[config.mk]
export PLATFORM = sky130hd
export DESIGN_NAME = serdes_link_bringup_sequencer
export DESIGN_NICKNAME = d
export VERILOG_FILES = /design/src/verilog/link_bringup_pkg.sv /design/src/verilog/lane_router.sv /design/src/verilog/serdes_link_bringup_sequencer.sv
export SDC_FILE = /design/constraint.sdc
export NUM_CORES = 1
export LEC_CHECK = 0
export BUFFER_PORTS_ARGS = -buffer_cell sky130_fd_sc_hd__buf_2
export CAP_MARGIN = 20
export CORE_AREA = 8 8 136 138
export CTS_BUF_LIST = sky130_fd_sc_hd__clkbuf_8
export DETAILED_ROUTE_END_ITERATION = 8
export DIE_AREA = 0 0 144 146
export GPL_TIMING_DRIVEN = 0
export PLACE_DENSITY_LB_ADDON = 0.1
export RECOVER_POWER = 50
export SYNTH_ARGS = -nofsm -noshare
export SYNTH_HDL_FRONTEND = slang
export SYNTH_HIERARCHICAL = 1
export SYNTH_SLANG_ARGS = --single-unit
[constraint.sdc]
create_clock -name clk_sys_i -period 15.2 [get_ports clk_sys_i]
set_input_delay 3.04 -clock clk_sys_i [delete_from_list [all_inputs] [get_ports clk_sys_i]]
set_output_delay 3.04 -clock clk_sys_i [all_outputs]
set_load 0.02 [all_outputs]
[src/verilog/link_bringup_pkg.sv]
/*
 * Constants, register map and carrier types for the receive-link bring-up sequencer.
 * Assumes one 100 MHz system clock and a byte-wide register port fed by the serial
 * port decoder.
 */
package link_bringup_pkg;

	localparam int ADDR_W     = 12;
	localparam int DATA_W     = 8;
	localparam int LANE_COUNT = 4;
	localparam int LANE_W     = 10;
	localparam int SEL_W      = 3;

	// register offsets
	localparam logic [ADDR_W-1:0] LMFC_SYNC_CONTROL_ADDR   = 12'h03a;
	localparam logic [ADDR_W-1:0] LMFC_SYNC_STATUS_ADDR    = 12'h03b;
	localparam logic [ADDR_W-1:0] CDR_RESET_CONTROL_ADDR   = 12'h206;
	localparam logic [ADDR_W-1:0] PHY_CLOCKING_SETUP_ADDR  = 12'h230;
	localparam logic [ADDR_W-1:0] EQUALIZER_SETUP_ADDR     = 12'h268;
	localparam logic [ADDR_W-1:0] SERDES_PLL_ENABLE_ADDR   = 12'h280;
	localparam logic [ADDR_W-1:0] SERDES_PLL_STATUS_ADDR   = 12'h281;
	localparam logic [ADDR_W-1:0] SERDES_PLL_DIVIDER_ADDR  = 12'h289;
	localparam logic [ADDR_W-1:0] PHY_AUTOTUNE_ADDR        = 12'h2a7;
	localparam logic [ADDR_W-1:0] LINK_CONTROL_ADDR        = 12'h300;
	localparam logic [ADDR_W-1:0] LINK_SUBCLASS_ADDR       = 12'h301;
	localparam logic [ADDR_W-1:0] FRAME_CLOCK_DELAY_ADDR   = 12'h304;
	localparam logic [ADDR_W-1:0] FRAME_CLOCK_VAR_ADDR     = 12'h306;
	localparam logic [ADDR_W-1:0] LANE_CROSSBAR_LOW_ADDR   = 12'h308;
	localparam logic [ADDR_W-1:0] LANE_CROSSBAR_HIGH_ADDR  = 12'h309;
	localparam logic [ADDR_W-1:0] SERDES_PORT_CONFIG_ADDR  = 12'h314;
	localparam logic [ADDR_W-1:0] LANE_POLARITY_INV_ADDR   = 12'h334;

	// reset values and command bytes
	localparam logic [DATA_W-1:0] ZERO_BYTE            = 8'h00;
	localparam logic [DATA_W-1:0] PHY_CLOCKING_RESET   = 8'h09;
	localparam logic [DATA_W-1:0] EQUALIZER_RESET      = 8'h22;
	localparam logic [DATA_W-1:0] SYNC_CMD_ONE_SHOT    = 8'h01;
	localparam logic [DATA_W-1:0] SYNC_CMD_ENABLE      = 8'h81;
	localparam logic [DATA_W-1:0] SYNC_CMD_ARM         = 8'hc1;
	localparam logic [DATA_W-1:0] PLL_ENABLE_CMD       = 8'h01;

	// field positions
	localparam int SYNC_ENABLE_BIT   = 7;
	localparam int SYNC_ARM_BIT      = 6;
	localparam int SYNC_MODE_LSB     = 0;
	localparam logic [1:0] SYNC_MODE_ONE_SHOT = 2'h1;
	localparam int SYNC_LOCKED_BIT   = 3;
	localparam int CDR_RELEASE_BIT   = 0;
	localparam int PLL_ENABLE_BIT    = 0;
	localparam int PLL_LOCK_BIT      = 0;
	localparam int LINK_ENABLE_BIT   = 0;
	localparam int CHECKSUM_MODE_BIT = 6;
	localparam int EQ_MODE_LSB       = 6;
	localparam int HALFRATE_BIT      = 5;
	localparam int PLL_CFG_LSB       = 2;
	localparam int OVERSAMPLE_BIT    = 1;
	localparam int SWING_BIT         = 0;
	localparam int DIV_CFG_BIT       = 2;
	localparam logic [DATA_W-1:0] SUBCLASS_ONE = 8'h01;

	typedef enum logic [1:0] {
		SYNC_IDLE    = 2'b00,
		SYNC_ENABLED = 2'b01,
		SYNC_ARMED   = 2'b10,
		SYNC_LOCKED  = 2'b11
	} sync_state_e;

	typedef struct packed {
		logic                 wr;
		logic                 rd;
		logic [ADDR_W-1:0]    addr;
		logic [DATA_W-1:0]    wdata;
	} reg_req_s;

	typedef struct packed {
		logic                 halfrate;
		logic [2:0]           pll_cfg;
		logic                 cdr_oversample_select;
		logic                 sync_swing;
		logic [1:0]           serdes_pll_divider_value;
		logic                 divider_cfg;
		logic [1:0]           equalizer_mode_select;
		logic [5:0]           equalizer_trim;
	} phy_cfg_s;

	typedef struct packed {
		logic [DATA_W-1:0]    frame_clock_delay_value;
		logic [DATA_W-1:0]    frame_clock_variability_value;
	} latency_cfg_s;

	typedef logic [LANE_COUNT-1:0][LANE_W-1:0] lane_bus_t;
	typedef logic [2*DATA_W-1:0]               crossbar_t;

endpackage : link_bringup_pkg

[src/verilog/lane_router.sv]
/*
 * Lane crossbar and polarity inversion for the receive lanes.
 * Assumes lane symbols arrive synchronous to clk_sys_i; output is registered.
 */
`timescale 1ns/1ns
module lane_router
	import link_bringup_pkg::*;
(
	input  wire logic      clk_sys_i,
	input  wire logic      rst_i,
	input  wire lane_bus_t phys_lanes_i,
	input  wire crossbar_t lane_crossbar_map_i,
	input  wire logic [LANE_COUNT-1:0] lane_polarity_invert_mask_i,
	output lane_bus_t      logical_lanes_o
);

	// select field of a logical lane, three bits per lane across both bytes
	function automatic logic [SEL_W-1:0] lane_select(input crossbar_t map, input int idx);
		lane_select = map[idx*SEL_W +: SEL_W];
	endfunction : lane_select

	wire lane_bus_t next_lanes;

	genvar g;
	generate
		for (g = 0; g < LANE_COUNT; g++) begin : g_lane
			logic [LANE_W-1:0] picked;
			always_comb begin
				picked = '0;
				if (lane_select(lane_crossbar_map_i, g) < SEL_W'(LANE_COUNT)) begin
					picked = phys_lanes_i[lane_select(lane_crossbar_map_i, g)];
				end
			end
			assign next_lanes[g] = lane_polarity_invert_mask_i[g] ? ~picked : picked;

		end
	endgenerate

	// one register process for all lanes, so the output has a single driver
	always_ff @(posedge clk_sys_i or posedge rst_i) begin
		if (rst_i) begin
			logical_lanes_o <= '0;
		end else begin
			logical_lanes_o <= next_lanes;
		end
	end

endmodule : lane_router

[src/verilog/serdes_link_bringup_sequencer.sv]
/*
 * Register file, PLL and clock recovery gating, frame clock sync machine and link
 * enable for the receive side of a serial converter link.
 * Assumes a byte-wide register port decoded from the serial port, and lane symbols,
 * reference edge and PLL lock all synchronous to clk_sys_i.
 */
`timescale 1ns/1ns
module serdes_link_bringup_sequencer
	import link_bringup_pkg::*;
(
	input  wire logic         clk_sys_i,
	input  wire logic         rst_i,
	input  wire reg_req_s     reg_req_i,
	output logic [DATA_W-1:0] reg_rdata_o,
	output logic              reg_rvalid_o,
	input  wire logic         serdes_pll_lock_i,
	input  wire logic         sysref_i,
	input  wire lane_bus_t    phys_lanes_i,
	output phy_cfg_s          phy_cfg_o,
	output latency_cfg_s      latency_cfg_o,
	output logic              serdes_pll_enable_o,
	output logic              cdr_enable_o,
	output logic              frame_clock_aligned_o,
	output logic              link_active_o,
	output logic              checksum_mode_select_o,
	output logic              sync_request_output_n_o,
	output lane_bus_t         logical_lanes_o
);

	// ------------------------------------------------------------------
	// register storage
	// ------------------------------------------------------------------
	logic [DATA_W-1:0] lmfc_sync_control;
	logic [DATA_W-1:0] cdr_reset_control;
	logic [DATA_W-1:0] phy_clocking_setup;
	logic [DATA_W-1:0] equalizer_setup;
	logic [DATA_W-1:0] serdes_pll_enable;
	logic [DATA_W-1:0] serdes_pll_divider;
	logic [DATA_W-1:0] phy_autotune;
	logic [DATA_W-1:0] link_control;
	logic [DATA_W-1:0] link_subclass;
	logic [DATA_W-1:0] frame_clock_delay;
	logic [DATA_W-1:0] frame_clock_variability;
	logic [DATA_W-1:0] lane_crossbar_low;
	logic [DATA_W-1:0] lane_crossbar_high;
	logic [DATA_W-1:0] serdes_port_config;
	logic [DATA_W-1:0] lane_polarity_invert;

	logic              pll_locked;
	logic              sysref_prev;
	sync_state_e       sync_state;
	sync_state_e       next_sync_state;

	function automatic logic wr_hit(input reg_req_s req, input logic [ADDR_W-1:0] addr);
		wr_hit = req.wr && (req.addr == addr);
	endfunction : wr_hit

	always_ff @(posedge clk_sys_i or posedge rst_i) begin
		if (rst_i) begin
			lmfc_sync_control       <= ZERO_BYTE;
			cdr_reset_control       <= ZERO_BYTE;
			phy_clocking_setup      <= PHY_CLOCKING_RESET;
			equalizer_setup         <= EQUALIZER_RESET;
			serdes_pll_enable       <= ZERO_BYTE;
			serdes_pll_divider      <= ZERO_BYTE;
			phy_autotune            <= ZERO_BYTE;
			link_control            <= ZERO_BYTE;
			link_subclass           <= ZERO_BYTE;
			frame_clock_delay       <= ZERO_BYTE;
			frame_clock_variability <= ZERO_BYTE;
			lane_crossbar_low       <= ZERO_BYTE;
			lane_crossbar_high      <= ZERO_BYTE;
			serdes_port_config      <= ZERO_BYTE;
			lane_polarity_invert    <= ZERO_BYTE;
		end else begin
			if (wr_hit(reg_req_i, LMFC_SYNC_CONTROL_ADDR))   lmfc_sync_control <= reg_req_i.wdata;
			if (wr_hit(reg_req_i, CDR_RESET_CONTROL_ADDR))   cdr_reset_control <= reg_req_i.wdata;
			if (wr_hit(reg_req_i, PHY_CLOCKING_SETUP_ADDR))  phy_clocking_setup <= reg_req_i.wdata;
			if (wr_hit(reg_req_i, EQUALIZER_SETUP_ADDR))     equalizer_setup <= reg_req_i.wdata;
			if (wr_hit(reg_req_i, SERDES_PLL_ENABLE_ADDR))   serdes_pll_enable <= reg_req_i.wdata;
			if (wr_hit(reg_req_i, SERDES_PLL_DIVIDER_ADDR))  serdes_pll_divider <= reg_req_i.wdata;
			if (wr_hit(reg_req_i, PHY_AUTOTUNE_ADDR))        phy_autotune <= reg_req_i.wdata;
			if (wr_hit(reg_req_i, LINK_CONTROL_ADDR))        link_control <= reg_req_i.wdata;
			if (wr_hit(reg_req_i, LINK_SUBCLASS_ADDR))       link_subclass <= reg_req_i.wdata;
			if (wr_hit(reg_req_i, FRAME_CLOCK_DELAY_ADDR))   frame_clock_delay <= reg_req_i.wdata;
			if (wr_hit(reg_req_i, FRAME_CLOCK_VAR_ADDR))     frame_clock_variability <= reg_req_i.wdata;
			if (wr_hit(reg_req_i, LANE_CROSSBAR_LOW_ADDR))   lane_crossbar_low <= reg_req_i.wdata;
			if (wr_hit(reg_req_i, LANE_CROSSBAR_HIGH_ADDR))  lane_crossbar_high <= reg_req_i.wdata;
			if (wr_hit(reg_req_i, SERDES_PORT_CONFIG_ADDR))  serdes_port_config <= reg_req_i.wdata;
			if (wr_hit(reg_req_i, LANE_POLARITY_INV_ADDR))   lane_polarity_invert <= reg_req_i.wdata;
		end
	end

	// ------------------------------------------------------------------
	// read port, one cycle after the strobe, unmapped reads give zero
	// ------------------------------------------------------------------
	logic [DATA_W-1:0] sync_status;
	logic [DATA_W-1:0] pll_status;
	logic [DATA_W-1:0] next_rdata;

	always_comb begin
		sync_status = ZERO_BYTE;
		sync_status[SYNC_LOCKED_BIT] = (sync_state == SYNC_LOCKED);
		sync_status[1:0] = sync_state;
		pll_status = ZERO_BYTE;
		pll_status[PLL_LOCK_BIT] = pll_locked;
	end

	always_comb begin
		case (reg_req_i.addr)
			LMFC_SYNC_CONTROL_ADDR:  next_rdata = lmfc_sync_control;
			LMFC_SYNC_STATUS_ADDR:   next_rdata = sync_status;
			CDR_RESET_CONTROL_ADDR:  next_rdata = cdr_reset_control;
			PHY_CLOCKING_SETUP_ADDR: next_rdata = phy_clocking_setup;
			EQUALIZER_SETUP_ADDR:    next_rdata = equalizer_setup;
			SERDES_PLL_ENABLE_ADDR:  next_rdata = serdes_pll_enable;
			SERDES_PLL_STATUS_ADDR:  next_rdata = pll_status;
			SERDES_PLL_DIVIDER_ADDR: next_rdata = serdes_pll_divider;
			PHY_AUTOTUNE_ADDR:       next_rdata = phy_autotune;
			LINK_CONTROL_ADDR:       next_rdata = link_control;
			LINK_SUBCLASS_ADDR:      next_rdata = link_subclass;
			FRAME_CLOCK_DELAY_ADDR:  next_rdata = frame_clock_delay;
			FRAME_CLOCK_VAR_ADDR:    next_rdata = frame_clock_variability;
			LANE_CROSSBAR_LOW_ADDR:  next_rdata = lane_crossbar_low;
			LANE_CROSSBAR_HIGH_ADDR: next_rdata = lane_crossbar_high;
			SERDES_PORT_CONFIG_ADDR: next_rdata = serdes_port_config;
			LANE_POLARITY_INV_ADDR:  next_rdata = lane_polarity_invert;
			default:                 next_rdata = ZERO_BYTE;
		endcase
	end

	always_ff @(posedge clk_sys_i or posedge rst_i) begin
		if (rst_i) begin
			reg_rdata_o  <= ZERO_BYTE;
			reg_rvalid_o <= 1'b0;
		end else begin
			reg_rvalid_o <= reg_req_i.rd;
			if (reg_req_i.rd) begin
				reg_rdata_o <= next_rdata;
			end
		end
	end

	// ------------------------------------------------------------------
	// serdes PLL and clock recovery
	// ------------------------------------------------------------------
	always_ff @(posedge clk_sys_i or posedge rst_i) begin
		if (rst_i) begin
			serdes_pll_enable_o <= 1'b0;
			pll_locked          <= 1'b0;
			cdr_enable_o        <= 1'b0;
		end else begin
			serdes_pll_enable_o <= serdes_pll_enable[PLL_ENABLE_BIT];
			pll_locked          <= serdes_pll_enable_o && serdes_pll_lock_i;
			cdr_enable_o        <= cdr_reset_control[CDR_RELEASE_BIT] && pll_locked;
		end
	end

	// ------------------------------------------------------------------
	// frame clock sync machine
	// ------------------------------------------------------------------
	logic sync_wr;
	logic sysref_edge;
	logic subclass_one;
	logic capture_now;

	assign sync_wr      = wr_hit(reg_req_i, LMFC_SYNC_CONTROL_ADDR);
	assign sysref_edge  = sysref_i && !sysref_prev;
	assign subclass_one = (link_subclass == SUBCLASS_ONE);
	// subclass 0 needs no reference edge, so an armed machine locks at once
	assign capture_now  = (sync_state == SYNC_ARMED) && (sysref_edge || !subclass_one);

	always_comb begin
		next_sync_state = sync_state;
		if (sync_wr) begin
			if (!reg_req_i.wdata[SYNC_ENABLE_BIT]) begin
				next_sync_state = SYNC_IDLE;
			end else if (reg_req_i.wdata[SYNC_ARM_BIT]
				&& reg_req_i.wdata[SYNC_MODE_LSB +: 2] == SYNC_MODE_ONE_SHOT) begin
				next_sync_state = capture_now ? SYNC_LOCKED : SYNC_ARMED;
			end else begin
				next_sync_state = SYNC_ENABLED;
			end
		end else begin
			case (sync_state)
				SYNC_IDLE:    next_sync_state = SYNC_IDLE;
				SYNC_ENABLED: next_sync_state = SYNC_ENABLED;
				SYNC_ARMED:   next_sync_state = capture_now ? SYNC_LOCKED : SYNC_ARMED;
				SYNC_LOCKED:  next_sync_state = SYNC_LOCKED;
				default:      next_sync_state = SYNC_IDLE;
			endcase
		end
	end

	always_ff @(posedge clk_sys_i or posedge rst_i) begin
		if (rst_i) begin
			sync_state            <= SYNC_IDLE;
			sysref_prev           <= 1'b0;
			frame_clock_aligned_o <= 1'b0;
		end else begin
			sync_state            <= next_sync_state;
			sysref_prev           <= sysref_i;
			frame_clock_aligned_o <= (next_sync_state == SYNC_LOCKED);
		end
	end

	// ------------------------------------------------------------------
	// link enable and configuration outputs
	// ------------------------------------------------------------------
	always_ff @(posedge clk_sys_i or posedge rst_i) begin
		if (rst_i) begin
			link_active_o           <= 1'b0;
			checksum_mode_select_o  <= 1'b0;
			sync_request_output_n_o <= 1'b0;
			phy_cfg_o               <= '0;
			latency_cfg_o           <= '0;
		end else begin
			link_active_o <= link_control[LINK_ENABLE_BIT] && cdr_enable_o
				&& (sync_state == SYNC_LOCKED || !subclass_one);
			checksum_mode_select_o  <= link_control[CHECKSUM_MODE_BIT];
			// sync request held low until the link is running
			sync_request_output_n_o <= link_active_o;
			phy_cfg_o.halfrate                 <= phy_clocking_setup[HALFRATE_BIT];
			phy_cfg_o.pll_cfg                  <= phy_clocking_setup[PLL_CFG_LSB +: 3];
			phy_cfg_o.cdr_oversample_select    <= phy_clocking_setup[OVERSAMPLE_BIT];
			phy_cfg_o.sync_swing               <= phy_clocking_setup[SWING_BIT];
			phy_cfg_o.serdes_pll_divider_value <= serdes_pll_divider[1:0];
			phy_cfg_o.divider_cfg              <= serdes_pll_divider[DIV_CFG_BIT];
			phy_cfg_o.equalizer_mode_select    <= equalizer_setup[EQ_MODE_LSB +: 2];
			phy_cfg_o.equalizer_trim           <= equalizer_setup[5:0];
			latency_cfg_o.frame_clock_delay_value       <= frame_clock_delay;
			latency_cfg_o.frame_clock_variability_value <= frame_clock_variability;
		end
	end

	lane_router u_lane_router (
		.clk_sys_i                   (clk_sys_i),
		.rst_i                       (rst_i),
		.phys_lanes_i                (phys_lanes_i),
		.lane_crossbar_map_i         ({lane_crossbar_high, lane_crossbar_low}),
		.lane_polarity_invert_mask_i (lane_polarity_invert[LANE_COUNT-1:0]),
		.logical_lanes_o             (logical_lanes_o)
	);
endmodule : serdes_link_bringup_sequencer

==> metrics.txt <==
Synth Register Bits 212; initial antenna violation count 0; Tcrit/Tclk final 32.7%; die height 146 um; starting density of the core about 63%; worst-path fanout max 10; commonest non-fill, non-tap cell in the layout dfrtp_1; Arr. time, crit path between 5 and 6 ns; Power Total between 1000 and 1500 uW; worst setup margin ~10 ns; Routability Congestion 0.979; final WL about 32 mm; nature of the critical path endpoint flip-flop; synth top area cells dfrtp_1 51%, mux2_2 14%, mux2i_1 8.7%, xor2_1 3.4%, o22ai_1 2.3%; Routed Antenna Nets 0; first-pass GRT wire length approximately 48 mm; maximum VDD drop between 80 and 90 uV; post-synth top area share 51.1%; worst hold path type flip-flop to flip-flop; Pre-Repair DR Iteration Count 6; CP Buf/Inv Count 4; total grt overflow 0; TritonCTS clock tree yes; Avg WL per Cell approximately 26 um; Slowest cell on crit path clkbuf_1; post-synthesis cell area just over 0.01 mm2; Worst EP required around 16 ns; Worst Setup Path Type input port to flip-flop; Max Cap Viol 2; Post-DP HPWL 23.5 mm; Startpoint Class input port; setup total negative slack 0 ns; syn nets 850; die area 0.0210 mm2; Synth area leader dfrtp_1; vias in the first global route approximately 8000; sequential share of the synthesized area 52.2%; CTS Buf Count 36; number of flops mapped to enable cells by yosys 0; number of setup buffers added after CTS 0; via/cell ratio roughly 6.3; slew margin rel. -78.7%; failing checks max-capacitance violations, max-slew violations; Total GRT Usage approximately 30%; largest net degree at the start of global routing 113; RSZ-0062 raised after global routing false; worst clock skew between 0.02 and 0.025 ns; share of layout cells above drive strength 1 between 30% and 40%; std cell rows 47; H-tree depth 2; Die X 144 um; commonest cells after routing, fill and taps aside 208 x dfrtp_1, 149 x buf_2, 129 x mux2_2; Top FF cell, synth dfrtp_1; Detailed Route Iter0 Violations 686; via count about 7700; Yosys warnings 6; Area Growth Syn to Fin 17.7%; DP Worst Slack around 9.8 ns; Hold WS ~0.37 ns; number of I/O port buffers between 150 and 200; CP delay by family, top buffers and inverters; non-filler cells in the finished layout between 1000 and 1500; Netlist cell types between 70 and 80; setup violators final 0; # IOs 154; Async SR Flop Fraction between 90% and 100%; CP Cell Sequence buf_2, buf_4, clkbuf_1, clkbuf_1, nand4b_1, a21oi_1, a21oi_1, o2bb2ai_1, o311a_1; Fin. Hold Viols 0; Slew Limit Fails 61; worst slew pin tran between 2 and 3 ns; status finished with violations; Antenna Cells 0; crit path time final 4.97 ns; placed cell count ~1200; Clock Root Buffer clkbuf_8; CTS Hold Bufs 0; synthesized area per cell 13.0 um2; core box area roughly 0.016 mm2; maximum root-to-sink buffer count 3; Layout Nets roughly 1000; clk_lat worst skew approximately 0.53 ns; slowest stage delay, CP between 0.5 and 0.6 ns; Remaining DRCs 0; Post-CTS Resized 0; Max Clk Rate around 0.20 GHz; clock slew seen by the registers of the worst setup and hold paths 0.06 ns; leakage slightly below 0.006 uW; Pwr per Cell Area 100 mW/mm2; Gate Count Post-Synth just under 800; Sink Count around 210
worst paths after layout:
path | start | end | slack (ns) | cells after the start
worst max-delay path | reg_req_i[11] | reg_rdata_o[0]$_DFFE_PP0P_ | 10.23 | 9
worst min-delay path | link_active_o$_DFF_PP0_ | sync_request_output_n_o$_DFF_PP0_ | 0.37 | 0
worst max register to register | link_subclass[1]$_DFFE_PP0P_ | frame_clock_aligned_o$_DFF_PP0_ | 12.92 | 5
worst min register to register | link_active_o$_DFF_PP0_ | sync_request_output_n_o$_DFF_PP0_ | 0.37 | 0
max in group asynchronous | rst_i | serdes_pll_divider[6]$_DFFE_PP0P_ | 10.55 | 3
min in group asynchronous | rst_i | u_lane_router/logical_lanes_o[39]$_DFF_PP0_ | 2.96 | 2
sequential cells by signal, summed over array words and instances, names as in the netlist, 2 cells and up:
register,count
cdr_reset_control,8
equalizer_setup,8
frame_clock_delay,8
frame_clock_variability,8
lane_crossbar_high,8
lane_crossbar_low,8
lane_polarity_invert,8
latency_cfg_o,16
link_control,8
link_subclass,8
lmfc_sync_control,8
phy_autotune,8
phy_cfg_o,17
phy_clocking_setup,8
reg_rdata_o,8
serdes_pll_divider,8
serdes_pll_enable,8
serdes_port_config,8
sync_state,2
u_lane_router/logical_lanes_o,40
worst reg2reg max path: stages, from the launching register on:
cell	delay (ns)
dfrtp_1	0.40
or4b_2	0.72
o31ai_1	0.65
nand2b_1	0.17
nand3_1	0.12
o21ai_0	0.09
report_power, final:
| part | internal (uW) | switching (uW) |
|---|---|---|
| Combinational | 30.9 | 67.0 |
| Sequential | 573 | 3.95 |
| Clock | 301 | 226 |
| Total | 906 | 297 |
metal layers:
layer	GRT usage, %	wire length, um	up-vias
met5	0	0	-
met4	12.5	1160	0
met1	39.9	12800	3916
met3	6.04	2710	87
met2	46.8	14900	417
li1	-	-	3308
area by class of cell:
| type | count | area (um2) |
|---|---|---|
| clock buffers | 45 | 619 |
| inverters | 7 | 27.5 |
| repair buffers | 152 | 768 |
| flip-flops and latches | 212 | 5310 |
| clock inverters | 18 | 134 |
| well taps | 220 | 275 |
| fillers | 1126 | 4310 |
| plain buffers | 53 | 340 |
| multi-input cells | 512 | 4500 |
metrics by stage:
step / instance area, um2 / utilization (%)
6_report: 12000 / 73.5
5_1_grt: 12000 / 73.5
4_1_cts: 12000 / 73.7
3_5_place_dp: 11200 / 69.0
3_3_place_gp: 11200 / 68.8
2_1_floorplan: 10200 / -
cell usage after synthesis (all sizes together), types with 3 or more instances:
cell	count
a21o	3
a21oi	8
a221oi	3
a222oi	4
a22o	6
a22oi	11
a31oi	4
a32oi	5
and2	5
and3	9
buf	31
clkbuf	22
dfrtp	208
dfstp	4
inv	7
mux2	129
mux2i	88
nand2	32
nand2b	6
nand3	9
nand4	9
nor2	10
nor2b	4
nor3b	6
nor4	5
nor4b	6
o2111ai	4
o21ai	10
o221a	5
o22ai	42
o311a	3
or2	6
or2b	3
or4b	3
xor2	40
logic make-up after synthesis:
| family | count (synthesis) | share of synthesized area (%) |
|---|---|---|
| simple gates | 129 | 8.57 |
| compound gates | 126 | 9.32 |
| mux | 217 | 22.9 |
| xor+xnor | 40 | 3.44 |
| buf+inv | 60 | 3.60 |
| flops | 212 | 52.2 |
(Power assumes the default switching activity.)
